File: src/design/sls_pkg.sv
// Package of constants and types for the status lamp sequencer
package sls_pkg;
  // Lamp test time and derived cycle count at 25 MHz
  localparam int LAMP_TEST_MS = 1000;
  localparam int CLK_KHZ = 25000;
  localparam int LAMP_TEST_CYC = LAMP_TEST_MS * CLK_KHZ;
  // Default blink half period in milliseconds, and code pause in blink half periods
  localparam int BLINK_HALF_MS = 250;
  localparam int BLINK_HALF_CYC = BLINK_HALF_MS * CLK_KHZ;
  localparam int CODE_PAUSE_HALVES = 6;
  // Fault codes
  localparam logic [3:0] CODE_NVM = 4'h3;
  localparam logic [3:0] CODE_SERIAL = 4'h4;
  localparam logic [3:0] CODE_APP = 4'h6;
  localparam logic [3:0] CODE_CAL = 4'h6;
  localparam logic [3:0] CODE_WDOG = 4'h7;
  localparam logic [3:0] CODE_NONE = 4'h0;
  // Display states
  typedef enum logic [2:0] {
    SLS_TEST = 3'b000,
    SLS_IDLE = 3'b001,
    SLS_RUN = 3'b010,
    SLS_LOST = 3'b011,
    SLS_UPDATE = 3'b100,
    SLS_FAULT = 3'b101,
    SLS_ABNORMAL = 3'b110,
    SLS_BADTEST = 3'b111
  } sls_state_type;
endpackage

File: src/design/sls_top.sv
// Status lamp sequencer: health and calibration lamp patterns
// Operation
// - After reset health lamp red one second, then blinking green if self-test passed.
// - During power-on test health lamp solid red, calibration lamp solid green.
// - Idle or unconnected: health lamp blinks green, calibration lamp off.
// - Run mode: health lamp solid green, calibration lamp off.
// - Connection lost: health lamp blinks red, calibration lamp off.
// - Firmware update: health lamp blinks red, calibration lamp solid green.
// - Bad configuration memory checksum shows code 3.
// - All-zero serial number shows code 4, only with factory jumper fitted.
// - Bad application checksum shows code 6.
// - Unreadable calibration data shows code 6; data passes uncalibrated.
// - Watchdog expiry shows code 7.
// - Lamp requests come from both hardware interface logic and firmware.
`timescale 1ns/100ps
module sls_top #(
  parameter int TEST_CYC = sls_pkg::LAMP_TEST_CYC,
  parameter int HALF_CYC = sls_pkg::BLINK_HALF_CYC,
  parameter int PAUSE_HALVES = sls_pkg::CODE_PAUSE_HALVES,
  parameter bit FAULT_OVER_UPDATE = 1'b1
) (
  input wire logic CORE_CLK_I, // 25 MHz clock
  input wire logic RST_I, // Async reset, active high
  input wire logic CE_I, // Clock enable
  input wire logic SELFTEST_OK_I, // Self-test passed
  input wire logic CONNECTED_I, // Controller connection up
  input wire logic RUN_MODE_I, // Controller in run mode
  input wire logic CONN_LOST_I, // Controller link lost
  input wire logic FW_UPDATE_I, // Firmware update active
  input wire logic NVM_CRC_BAD_I, // Interface chip memory checksum bad
  input wire logic SERIAL_ZERO_I, // Serial number all zeros
  input wire logic FACTORY_TEST_JUMPER_I, // Factory jumper fitted
  input wire logic APP_CRC_BAD_I, // Application checksum bad
  input wire logic CAL_BAD_I, // Calibration data unreadable
  input wire logic WDOG_EXPIRED_I, // Watchdog timed out
  input wire logic HW_FAIL_I, // Uncoded hardware failure
  input wire logic ABNORMAL_I, // Abnormal hardware state
  output logic HEALTH_RED_O, // Health lamp red
  output logic HEALTH_GREEN_O, // Health lamp green
  output logic CAL_GREEN_O, // Calibration lamp green
  output logic CAL_BYPASS_O // Pass data without calibration
);

  // ------------------------------------------------
  // Fault code selection
  // ------------------------------------------------
  // Highest code wins; watchdog means firmware is dead so it dominates
  function automatic logic [3:0] pick_code(input logic [5:0] f);
    logic [3:0] c;
    c = sls_pkg::CODE_NONE;
    if (f[0])
      c = sls_pkg::CODE_WDOG;
    else if (f[1] || f[2])
      c = f[1] ? sls_pkg::CODE_APP : sls_pkg::CODE_CAL;
    else if (f[3] && f[4])
      c = sls_pkg::CODE_SERIAL;
    else if (f[5])
      c = sls_pkg::CODE_NVM;
    return c;
  endfunction

  logic [3:0] code;
  assign code = pick_code({NVM_CRC_BAD_I, FACTORY_TEST_JUMPER_I, SERIAL_ZERO_I,
                           CAL_BAD_I, APP_CRC_BAD_I, WDOG_EXPIRED_I});

  // ------------------------------------------------
  // State, timers and code sequencer
  // ------------------------------------------------
  sls_pkg::sls_state_type state, next_state;
  logic [31:0] tmr, next_tmr;
  logic [31:0] half, next_half;
  logic phase, next_phase;
  logic [4:0] step, next_step;
  logic cal_blink, next_cal_blink;
  logic next_hr, next_hg, next_cg, next_byp;

  // Next state: test window first, then priority among requests
  always_comb
  begin
    next_state = state;
    next_tmr = tmr;
    if (state == sls_pkg::SLS_TEST || state == sls_pkg::SLS_BADTEST)
    begin
      if (tmr < 32'(TEST_CYC - 1))
        next_tmr = tmr + 32'h0000_0001;
      else if (!SELFTEST_OK_I || state == sls_pkg::SLS_BADTEST)
        next_state = sls_pkg::SLS_BADTEST; // Failed test latches until reset
      else
        next_state = sls_pkg::SLS_IDLE;
    end
    else if (ABNORMAL_I)
      next_state = sls_pkg::SLS_ABNORMAL;
    else if ((code != sls_pkg::CODE_NONE || HW_FAIL_I) &&
             (FAULT_OVER_UPDATE || !FW_UPDATE_I))
      next_state = sls_pkg::SLS_FAULT;
    else if (FW_UPDATE_I)
      next_state = sls_pkg::SLS_UPDATE;
    else if (CONN_LOST_I)
      next_state = sls_pkg::SLS_LOST;
    else if (CONNECTED_I && RUN_MODE_I)
      next_state = sls_pkg::SLS_RUN;
    else
      next_state = sls_pkg::SLS_IDLE;
  end

  // Blink phase and code groups; a group is code flashes then a pause
  always_comb
  begin
    next_half = half;
    next_phase = phase;
    next_step = step;
    next_cal_blink = 1'b0;
    if (half >= 32'(HALF_CYC - 1))
    begin
      next_half = 32'h0000_0000;
      next_phase = ~phase;
      if (step >= 5'(2 * code + PAUSE_HALVES - 1))
        next_step = 5'h00;
      else
        next_step = step + 5'h01;
    end
    else
      next_half = half + 32'h0000_0001;
    if (code == sls_pkg::CODE_NONE)
      next_step = 5'h00;
    next_cal_blink = (next_step < 5'(2 * code)) && !next_step[0];
  end

  // Lamp decode from state
  always_comb
  begin
    next_hr = 1'b0;
    next_hg = 1'b0;
    next_cg = 1'b0;
    next_byp = CAL_BAD_I;
    case (next_state)
      sls_pkg::SLS_TEST:
      begin
        next_hr = 1'b1;
        next_cg = 1'b1;
      end
      sls_pkg::SLS_BADTEST: next_hr = 1'b1;
      sls_pkg::SLS_IDLE: next_hg = next_phase;
      sls_pkg::SLS_RUN: next_hg = 1'b1;
      sls_pkg::SLS_LOST: next_hr = next_phase;
      sls_pkg::SLS_UPDATE:
      begin
        next_hr = next_phase;
        next_cg = 1'b1;
      end
      sls_pkg::SLS_FAULT:
      begin
        next_hr = 1'b1;
        next_cg = next_cal_blink;
      end
      default:
      begin
        next_hr = 1'b0;
      end
    endcase
  end

  // Registers; outputs come straight from these flops
  always_ff @(posedge CORE_CLK_I or posedge RST_I)
  begin
    if (RST_I)
    begin
      state <= sls_pkg::SLS_TEST;
      tmr <= 32'h0000_0000;
      half <= 32'h0000_0000;
      phase <= 1'b0;
      step <= 5'h00;
      cal_blink <= 1'b0;
      HEALTH_RED_O <= 1'b1;
      HEALTH_GREEN_O <= 1'b0;
      CAL_GREEN_O <= 1'b1;
      CAL_BYPASS_O <= 1'b0;
    end
    else if (CE_I)
    begin
      state <= next_state;
      tmr <= next_tmr;
      half <= next_half;
      phase <= next_phase;
      step <= next_step;
      cal_blink <= next_cal_blink;
      HEALTH_RED_O <= next_hr;
      HEALTH_GREEN_O <= next_hg;
      CAL_GREEN_O <= next_cg;
      CAL_BYPASS_O <= next_byp;
    end
  end
endmodule

File: config.mk
export PLATFORM = sky130hd
export DESIGN_NAME = sls_top
export DESIGN_NICKNAME = d
export VERILOG_FILES = /design/src/design/sls_pkg.sv /design/src/design/sls_top.sv
export SDC_FILE = /design/constraint.sdc
export NUM_CORES = 1
export LEC_CHECK = 0
export BUFFER_PORTS_ARGS = -buffer_cell sky130_fd_sc_hd__buf_2
export CORE_MARGIN = 2
export CORE_UTILIZATION = 60
export DETAILED_ROUTE_END_ITERATION = 16
export HOLD_SLACK_MARGIN = 0.08
export MAX_ROUTING_LAYER = met4
export PLACE_DENSITY = 0.86
export SKIP_CTS_REPAIR_TIMING = 1
export SYNTH_ARGS = -nofsm -noshare
export SYNTH_HDL_FRONTEND = slang
export SYNTH_SLANG_ARGS = --single-unit
File: constraint.sdc
create_clock -name CORE_CLK_I -period 6.1 [get_ports CORE_CLK_I]
set_input_delay 0.305 -clock CORE_CLK_I [delete_from_list [all_inputs] [get_ports CORE_CLK_I]]
set_output_delay 0.305 -clock CORE_CLK_I [all_outputs]
set_load 0.005 [all_outputs]
; Word-level counts from Yosys, hierarchy flattened
; Index checks and enable logic that the tools add are counted.
[classes]
n_addsub = 5
multipliers = 0
n_div = 0
order_cmp = 4
eq_ne = 7
n_shift = 0
muxes = 20
n_bitwise = 1
n_reduce_logical = 17
[op_table]
columns = operator, count
row1 = adder 32 x 1 -> 32 bit (second input constant), 2
row2 = greater-or-equal comparator 32 x 23 -> 1 bit (second input constant), 1
row3 = < comparator 32 x 25 -> 1 bit (second input constant), 1
row4 = 2-to-1 mux 32 bit, 1
row5 = 2-to-1 mux 3 bit, 8
row6 = 2-to-1 mux 5 bit, 3
row7 = == test 3 bit (second input constant), 4
row8 = == test 3 x 2 -> 1 bit (second input constant), 2
row9 = logical NOT 3 bit, 2
row10 = 2-to-1 mux 2 bit, 3
row11 = case mux 1 bit (2 select lines), 3
row12 = adder 5 x 1 -> 5 bit (second input constant), 1
row13 = adder 5 x 3 -> 5 bit (second input constant), 1
row14 = greater-or-equal comparator 5 bit, 1
row15 = < comparator 5 bit, 1
row16 = subtractor 5 x 1 -> 5 bit (second input constant), 1
row17 = logical NOT 4 bit, 1
row18 = logical OR 1 bit, 4
row19 = 2-to-1 mux 4 bit, 1
row20 = nonzero test 4 bit, 1
row21 = OR reduction 2 bit, 2
row22 = == test 3 x 1 -> 1 bit (second input constant), 1
row23 = logical AND 1 bit, 3
row24 = AND reduction 3 bit, 1
row25 = other kinds (4), 5
[totals]
regBits = 77
latch_bits = 0
ramBits = 0
romBits = 0
in_bits = 16
output_inout_bits = 4
elab_cells = 63
n_memories = 0

; Depth between registers and ports, before layout
; Gate-level depths: netlist of run 1.
[logic_depth]
depth_word = 13
mapped_depth = 16
depth_no_buf = 16

; Worst setup path before layout of run 1
; No wires, ideal clock.
[synth_path]
path_kind = input-to-reg
startpoint = input SERIAL_ZERO_I
endpoint = register CAL_GREEN_O
setup_ps = 85
arrival_ps = 3073
required_ps = 6015
path_slack_ps = 2942
cell_stages = 14
path_buffers = 0
path_cell_list = a2111oi_0 -> inv_1 -> ha_1 -> inv_1 -> ha_1 -> nand2_1 -> o21ai_0 -> nor2_1 -> o2bb2ai_1 -> ha_1 -> or3_1 -> a211oi_1 -> o311ai_0 -> o221ai_1
[synth_via]
elab_chain_len = 13
word_cells_on_any_way = 24
classes_between = add/sub (2) / order compare (2) / eq/ne (2) / mux (10) / reduce/logical (8)
[synth_lines]
columns = item, line
row1 = from (decl), sls_top.sv:31  ; input wire logic SERIAL_ZERO_I,
row2 = logical AND 1 bit *, sls_top.sv:55  ; else if (f[3] && f[4])
row3 = 2-to-1 mux 3 bit *, sls_top.sv:55
row4 = 2-to-1 mux 3 bit *, sls_top.sv:53  ; else if (f[1] || f[2])
row5 = 2-to-1 mux 4 bit *, sls_top.sv:51  ; if (f[0])
row6 = adder 5 x 3 -> 5 bit, sls_top.sv:117  ; if (step >= 5'(2 * code + PAUSE_HALVES - 1))
row7 = subtractor 5 x 1 -> 5 bit, sls_top.sv:117
row8 = greater-or-equal comparator 5 bit, sls_top.sv:117
row9 = 2-to-1 mux 5 bit, sls_top.sv:117
row10 = 2-to-1 mux 5 bit, sls_top.sv:113  ; if (half >= 32'(HALF_CYC - 1))
row11 = 2-to-1 mux 5 bit *, sls_top.sv:124  ; if (code == sls_pkg::CODE_NONE)
row12 = named net next_step[3], sls_top.sv:73  ; logic [4:0] step, next_step;
row13 = < comparator 5 bit *, sls_top.sv:126  ; next_cal_blink = (next_step < 5'(2 * code)) && !next_step[0];
row14 = logical AND 1 bit *, sls_top.sv:126
row15 = case mux 1 bit (2 select lines) *, sls_top.sv:136  ; case (next_state)
row16 = to (signal assigned), sls_top.sv:189  ; CAL_GREEN_O <= next_cg;
row17 = to (decl), sls_top.sv:40  ; output logic CAL_GREEN_O,
; The timed path passes the listed nets; every way through them passes the cells marked *.
; A chain may end at the register's enable or synchronous reset.

; Worst setup path after layout of run 1
; Same ends and word-level chain as after synthesis.

==> results.toml, run 1 <==
[power]
p_per_area_mw_per_mm2 = 251
p_leak_nw = 2.10
vdd_drop_max_v = 0.000127

[timing]
period_share_pct = 56.5
clock_skew_ns = 0.00711
fin_crit_ns = 3.45
hold_viol_final = 0
finalWorstSetupSlack_ns = 2.65
finalSetupViolCount = 0
drv_slew = 0
fmaxAchievable_ghz = 0.290
slew_headroom_pct = 38.1
whs_ns = 0.241
worst_pin_slew_ns = 0.929
rsz0062_at_grt = "false"
final.setup.tns_ns = 0

[yosys]
ys_types = 55
synth.cell_area_sq_mm = 0.00406
yosysWarningCount = 0
synth_fp_nets = 445
synth_area_per_cell_sq_um = 9.70
ys.flop_type = "dfrtp_1"
synth_async_sr_flop_share_pct = 100
synth_edf_count = 0
ys_seq_elements = 77
synth-seq-area-share_pct = 47.5
syn_inst = 419

[critical_path]
cp-startpoint = "SERIAL_ZERO_I"
rr_worst_depth = 11
cpLargestDelayFamily = "compound AO/OA/AOI/OAI gates"
cp-endpoint = "CAL_GREEN_O"
path_buf_inv = 3
max_stage_delay_ns = 0.75
startpoint_type = "input port"
crit_chain = "buf_2 > a2111oi_0 > inv_1 > ha_1 > inv_1 > ha_1 > a21oi_1 > o21ai_0 > nor2_1 > nand2_1 > a21oi_1 > ha_1 > a21o_1 > a211oi_1 > o311ai_0 > o221ai_1"
critPathCaptureType = "register"
cp_max_fo = 4
path_common_cell = "ha_1"
cp_slowest_cell = "a2111oi_0"
timing.reg2reg.setup_slack_ns = 2.84
reg2reg_from = "half[21]"
required_ns = 6.37
critPathArrivalTime_ns = 3.71
worstSetupPathType = "in -> reg"
cp.depth = 16
r2r_end = "CAL_GREEN_O"

[drt]
dr_total_vias = 3170
viasPerCell = 6.14
routed_wl_um = 8110
ant_nets = 0
post_drt_wl_per_cell_um = 15.7
drt_first_pass_iters = 5
drc = 0
drt_iter0_markers = 213

[floorplan]
rows = 29
start_util_pct = 62.9
fp.dieW_um = 86.3
die_area_sq_mm = 0.00745
chipHeight_um = 86.3
io_pins = 20
core_sq_mm = 0.00646

[global_routing]
grt_pass1_wl_um = 14200
grt_max_degree = 78
antenna_found_initial = 0
overflow = 0
grt_pass1_vias = 3141
grt.total_usage_pct = 24.7

[flow_run]
max-cap-violations = 0

[cts]
cts_max_path_buffers = 2
cts_tree = "done"
cts_buffers = 9
htree_levels = 3
cts.clk_slew.worst_paths_ns = 0.07
clkLatencyLatePin_ns = 0.35
cts_root_buf = "clkbuf_8"
cts_num_sinks = 77

[final_layout]
drive_gt1_share_pct = 14.1
layout_common_cells = "dfrtp_1 (75), nor2_1 (49), nand2_1 (34), nand3_1 (26), xor2_1 (26)"
final_common_cell = "dfrtp_1"
nets = 460
finalNonFillerCells = 516
diodes = 0
utilization_pct = 68.3
area_delta_synth_final_pct = 8.53

[placed_design]
hpwl_um = 5620
port_buffers = 19
place_ws_ns = 2.36
routabilityCongestion = 0.877
dp.cells = 500

[outcome]
status = "finished, final reports clean"

[worst_hold_path]
worstHoldPathType = "in -> async"
## worst min path at each step
stage	from	end	slack (ns)	cells after the start
2_1_floorplan	tmr[25]	tmr[25]	0.43	1
3_3_place_gp	tmr[26]	tmr[26]	0.37	0
3_5_place_dp	tmr[29]	tmr[29]	0.37	0
4_1_cts	CAL_BAD_I	CAL_BYPASS_O	0.23	2
5_1_grt	CAL_BAD_I	CAL_BYPASS_O	0.24	2
6_report	RST_I	tmr[21]	0.24	3
## synth_stat cells, types with 3 or more instances
library cell / count / area share [%]
o221ai_1: 3 / 0.65
dfrtp_1: 75 / 46
nor4_1: 7 / 1.1
nand2_1: 34 / 3.1
nor3_2: 3 / 0.74
nor2_1: 49 / 4.5
and3_2: 3 / 0.55
o31ai_1: 4 / 0.74
xor2_1: 26 / 5.6
ha_1: 10 / 3.1
a31oi_1: 6 / 0.92
and2_1: 3 / 0.46
mux2_2: 4 / 1.1
o2bb2ai_1: 3 / 0.65
a21oi_1: 12 / 1.5
o21ai_0: 10 / 1.2
and3_1: 9 / 1.4
and4_1: 3 / 0.65
a21o_1: 5 / 0.92
nand3_1: 26 / 3.2
inv_1: 16 / 1.5
or3_1: 4 / 0.62
clkbuf_1: 16 / 1.5
nand4_1: 11 / 1.7
nor3_1: 15 / 1.8
xnor2_1: 20 / 4.3
o41ai_1: 3 / 0.65
## metal layers
| metal | routed length, um | global-route usage [%] |
|---|---|---|
| met4 | 102 | 8.38 |
| met5 | 0 | - |
| met1 | 3630 | 31.5 |
| met2 | 4010 | 39.1 |
| met3 | 366 | 5.81 |
## power by group
part	switching (mW)	internal, mW
clock	0.182	0.222
combinational	0.0706	0.0551
sequential	0.0359	0.541
## final cells by class
class | count | area (sq um)
fill | 497 | 2050
multi-input combinational | 308 | 1990
sequential | 77 | 1930
clock buffer | 13 | 169
timing repair buffer | 22 | 118
tap | 77 | 96.3
inverter | 16 | 60.1
clock inverter | 3 | 42.5
## worst min-delay path, cell delays in order
cell	delay [ns]
buf_2	0.10
inv_2	0.03
buf_4	0.71
## per-stage QoR
| stage | power (mW) | instance area, sq um |
|---|---|---|
| final | 1.11 | 4410 |
| after global routing | 1.16 | 4410 |
| after CTS | 1.11 | 4410 |
| after detailed placement | 0.711 | 4200 |
| after global placement | 0.702 | 4200 |
| after floorplan | 0.670 | 4060 |
## cell families (layout without fill, tap and decap cells)
logic type	count (synthesis)	count (layout)	share of synthesized area (%)
compound gates	68	68	12.4
xor+xnor	46	46	9.92
fa+ha+maj	10	10	3.08
buf+inv	34	54	3.42
flops	77	77	47.5
mux	4	4	1.11
simple gates	180	180	22.5
## state kept, by name, summed over array words and instances (netlist names)
signal          cells
half               32
tmr                32
step                5
state               3
CAL_BYPASS_O        1
CAL_GREEN_O         1
HEALTH_GREEN_O      1
HEALTH_RED_O        1
phase               1
Power figures use the tool's default switching activity.
==> inputs of run 2 (changes only) <==
Settings changed: CORE_UTILIZATION 60 to 55, PLACE_DENSITY 0.86 to 0.84.
Clock period 6.1 ns to 3.1 ns, I/O delays scaled along.
==> run 2 against run 1 <==
Final cell count up 6.4%. Clock power up 84%. Highest routed layer unchanged. Combinational power up 110%. Register-to-register slack worse by 2.5 ns. First-iteration DRC count down 23%. Critical path depth up 1. Via count down 0.50%. Largest cell class unchanged.
==> results.toml, run 2 (synthesis gave the netlist of run 1 again) <==
[outcome]
status = "finished, final reports clean"

[critical_path]
cp_slowest_cell = "a2111oi_2"
startpoint_type = "input port"
max_stage_delay_ns = 0.36
crit_chain = "buf_2 > a2111oi_2 > buf_4 > inv_1 > ha_1 > inv_1 > ha_1 > a21oi_1 > o21ai_1 > nor2_2 > nand2_1 > a21oi_1 > ha_1 > a21o_1 > a211oi_2 > o311ai_1 > o221ai_1"
worstSetupPathType = "in -> reg"
cp_max_fo = 4
timing.reg2reg.setup_slack_ns = 0.31
required_ns = 3.37
path_common_cell = "ha_1"
rr_worst_depth = 11
critPathArrivalTime_ns = 3.07
critPathCaptureType = "register"

[cts]
cts_tree = "done"
clkLatencyLatePin_ns = 0.35
cts.clk_slew.worst_paths_ns = 0.07
cts_root_buf = "clkbuf_8"
cts_num_sinks = 77
cts_max_path_buffers = 2
cts_buffers = 9
htree_levels = 3

[timing]
fin_crit_ns = 2.81
rsz0062_at_grt = "false"
slew_headroom_pct = 61.6
hold_viol_final = 0
period_share_pct = 90.5
finalSetupViolCount = 0
finalWorstSetupSlack_ns = 0.294
fmaxAchievable_ghz = 0.356
worst_pin_slew_ns = 0.571
clock_skew_ns = 0.00781
final.setup.tns_ns = 0
drv_slew = 0

[floorplan]
core_sq_mm = 0.00721
fp.dieW_um = 89.9
start_util_pct = 56.3
die_area_sq_mm = 0.00809
io_pins = 20
rows = 31
chipHeight_um = 89.9

[global_routing]
grt_pass1_wl_um = 14300
grt_max_degree = 78
overflow = 0
grt.total_usage_pct = 22.3
antenna_found_initial = 0
grt_pass1_vias = 3140

[worst_hold_path]
whs_path_depth = 2
worstHoldPathType = "in -> reg"

[drt]
drt_first_pass_iters = 4
drt_iter0_markers = 165
routed_wl_um = 8170
drc = 0
post_drt_wl_per_cell_um = 14.9
ant_nets = 0
dr_total_vias = 3154
viasPerCell = 5.74

[power]
p_per_area_mw_per_mm2 = 472
p_leak_nw = 2.15
power_switching_share_pct = 26.6
intPower_mw = 1.58
power_switching_mw = 0.571
vdd_drop_max_v = 0.000250
power_mw = 2.15
clkPwrFrac_pct = 34.6
sequentialPowerShare_pct = 52.8
combPwrFrac_pct = 12.5

[final_layout]
final_common_cell = "dfrtp_1"
diodes = 0
layout_common_cells = "dfrtp_1 (75), nor2_1 (48), nand2_1 (34), nand3_1 (26), xor2_1 (26)"
area_delta_synth_final_pct = 12.0
drive_gt1_share_pct = 16.9
nets = 471
largestRegisters = "half (32), tmr (32), step (5)"
utilization_pct = 63.1

[placed_design]
place_ws_ns = -0.288
hpwl_um = 5820
routabilityCongestion = 0.933
port_buffers = 19

[flow_run]
max-cap-violations = 0
==> run 2: worst max-delay path, delay by kind of cell <==
| family | cells | cell delay, ns |
|---|---|---|
| adder cells (fa/ha/maj) | 3 | 0.69 |
| AO/OA/AOI/OAI | 8 | 1.55 |
| AND/OR/NAND/NOR | 2 | 0.27 |
| buffers and inverters | 4 | 0.40 |
==> run 2: routing by layer <==
layer | GRT usage (%) | vias to the layer above | wire, um
met5 | - | - | 0
met4 | 8.97 | 0 | 125
met2 | 36.7 | 58 | 4030
met3 | 2.93 | 11 | 235
met1 | 28.2 | 1542 | 3780
li1 | - | 1543 | -
==> run 2: final cells by class <==
type | count | area [sq um]
multi-input combinational | 308 | 2030
fill | 605 | 2660
sequential | 77 | 1930
inverter | 16 | 60.1
clock inverter | 4 | 47.5
tap | 99 | 124
timing repair buffer | 33 | 215
clock buffer | 12 | 145
==> run 2: final timing paths <==
path / from / to
setup / recovery: SERIAL_ZERO_I / CAL_GREEN_O
hold reg to reg: tmr[27] / tmr[27]
min in group asynchronous: RST_I / tmr[20]
hold / removal: CAL_BAD_I / CAL_BYPASS_O
setup reg to reg: half[21] / CAL_GREEN_O
max in group asynchronous: RST_I / CAL_GREEN_O
==> run 2: through the flow <==
step	hold slack (ns)	std cells	area, sq um
floorplan	0.307	419	4060
global placement	0.273	532	4310
detailed placement	0.277	532	4310
CTS	-0.102	548	4510
global route	0.110	549	4550
finish	0.108	549	4550
==> run 2: power groups by stage <==
| stage | logic [mW] | clock network, mW | registers [mW] |
|---|---|---|---|
| after detailed placement | 0.259 | 0 | 1.15 |
| after global routing | 0.310 | 0.807 | 1.15 |
| final | 0.269 | 0.744 | 1.14 |
| after floorplan | 0.183 | 0 | 1.13 |
| after global placement | 0.247 | 0 | 1.15 |
| after CTS | 0.260 | 0.763 | 1.13 |
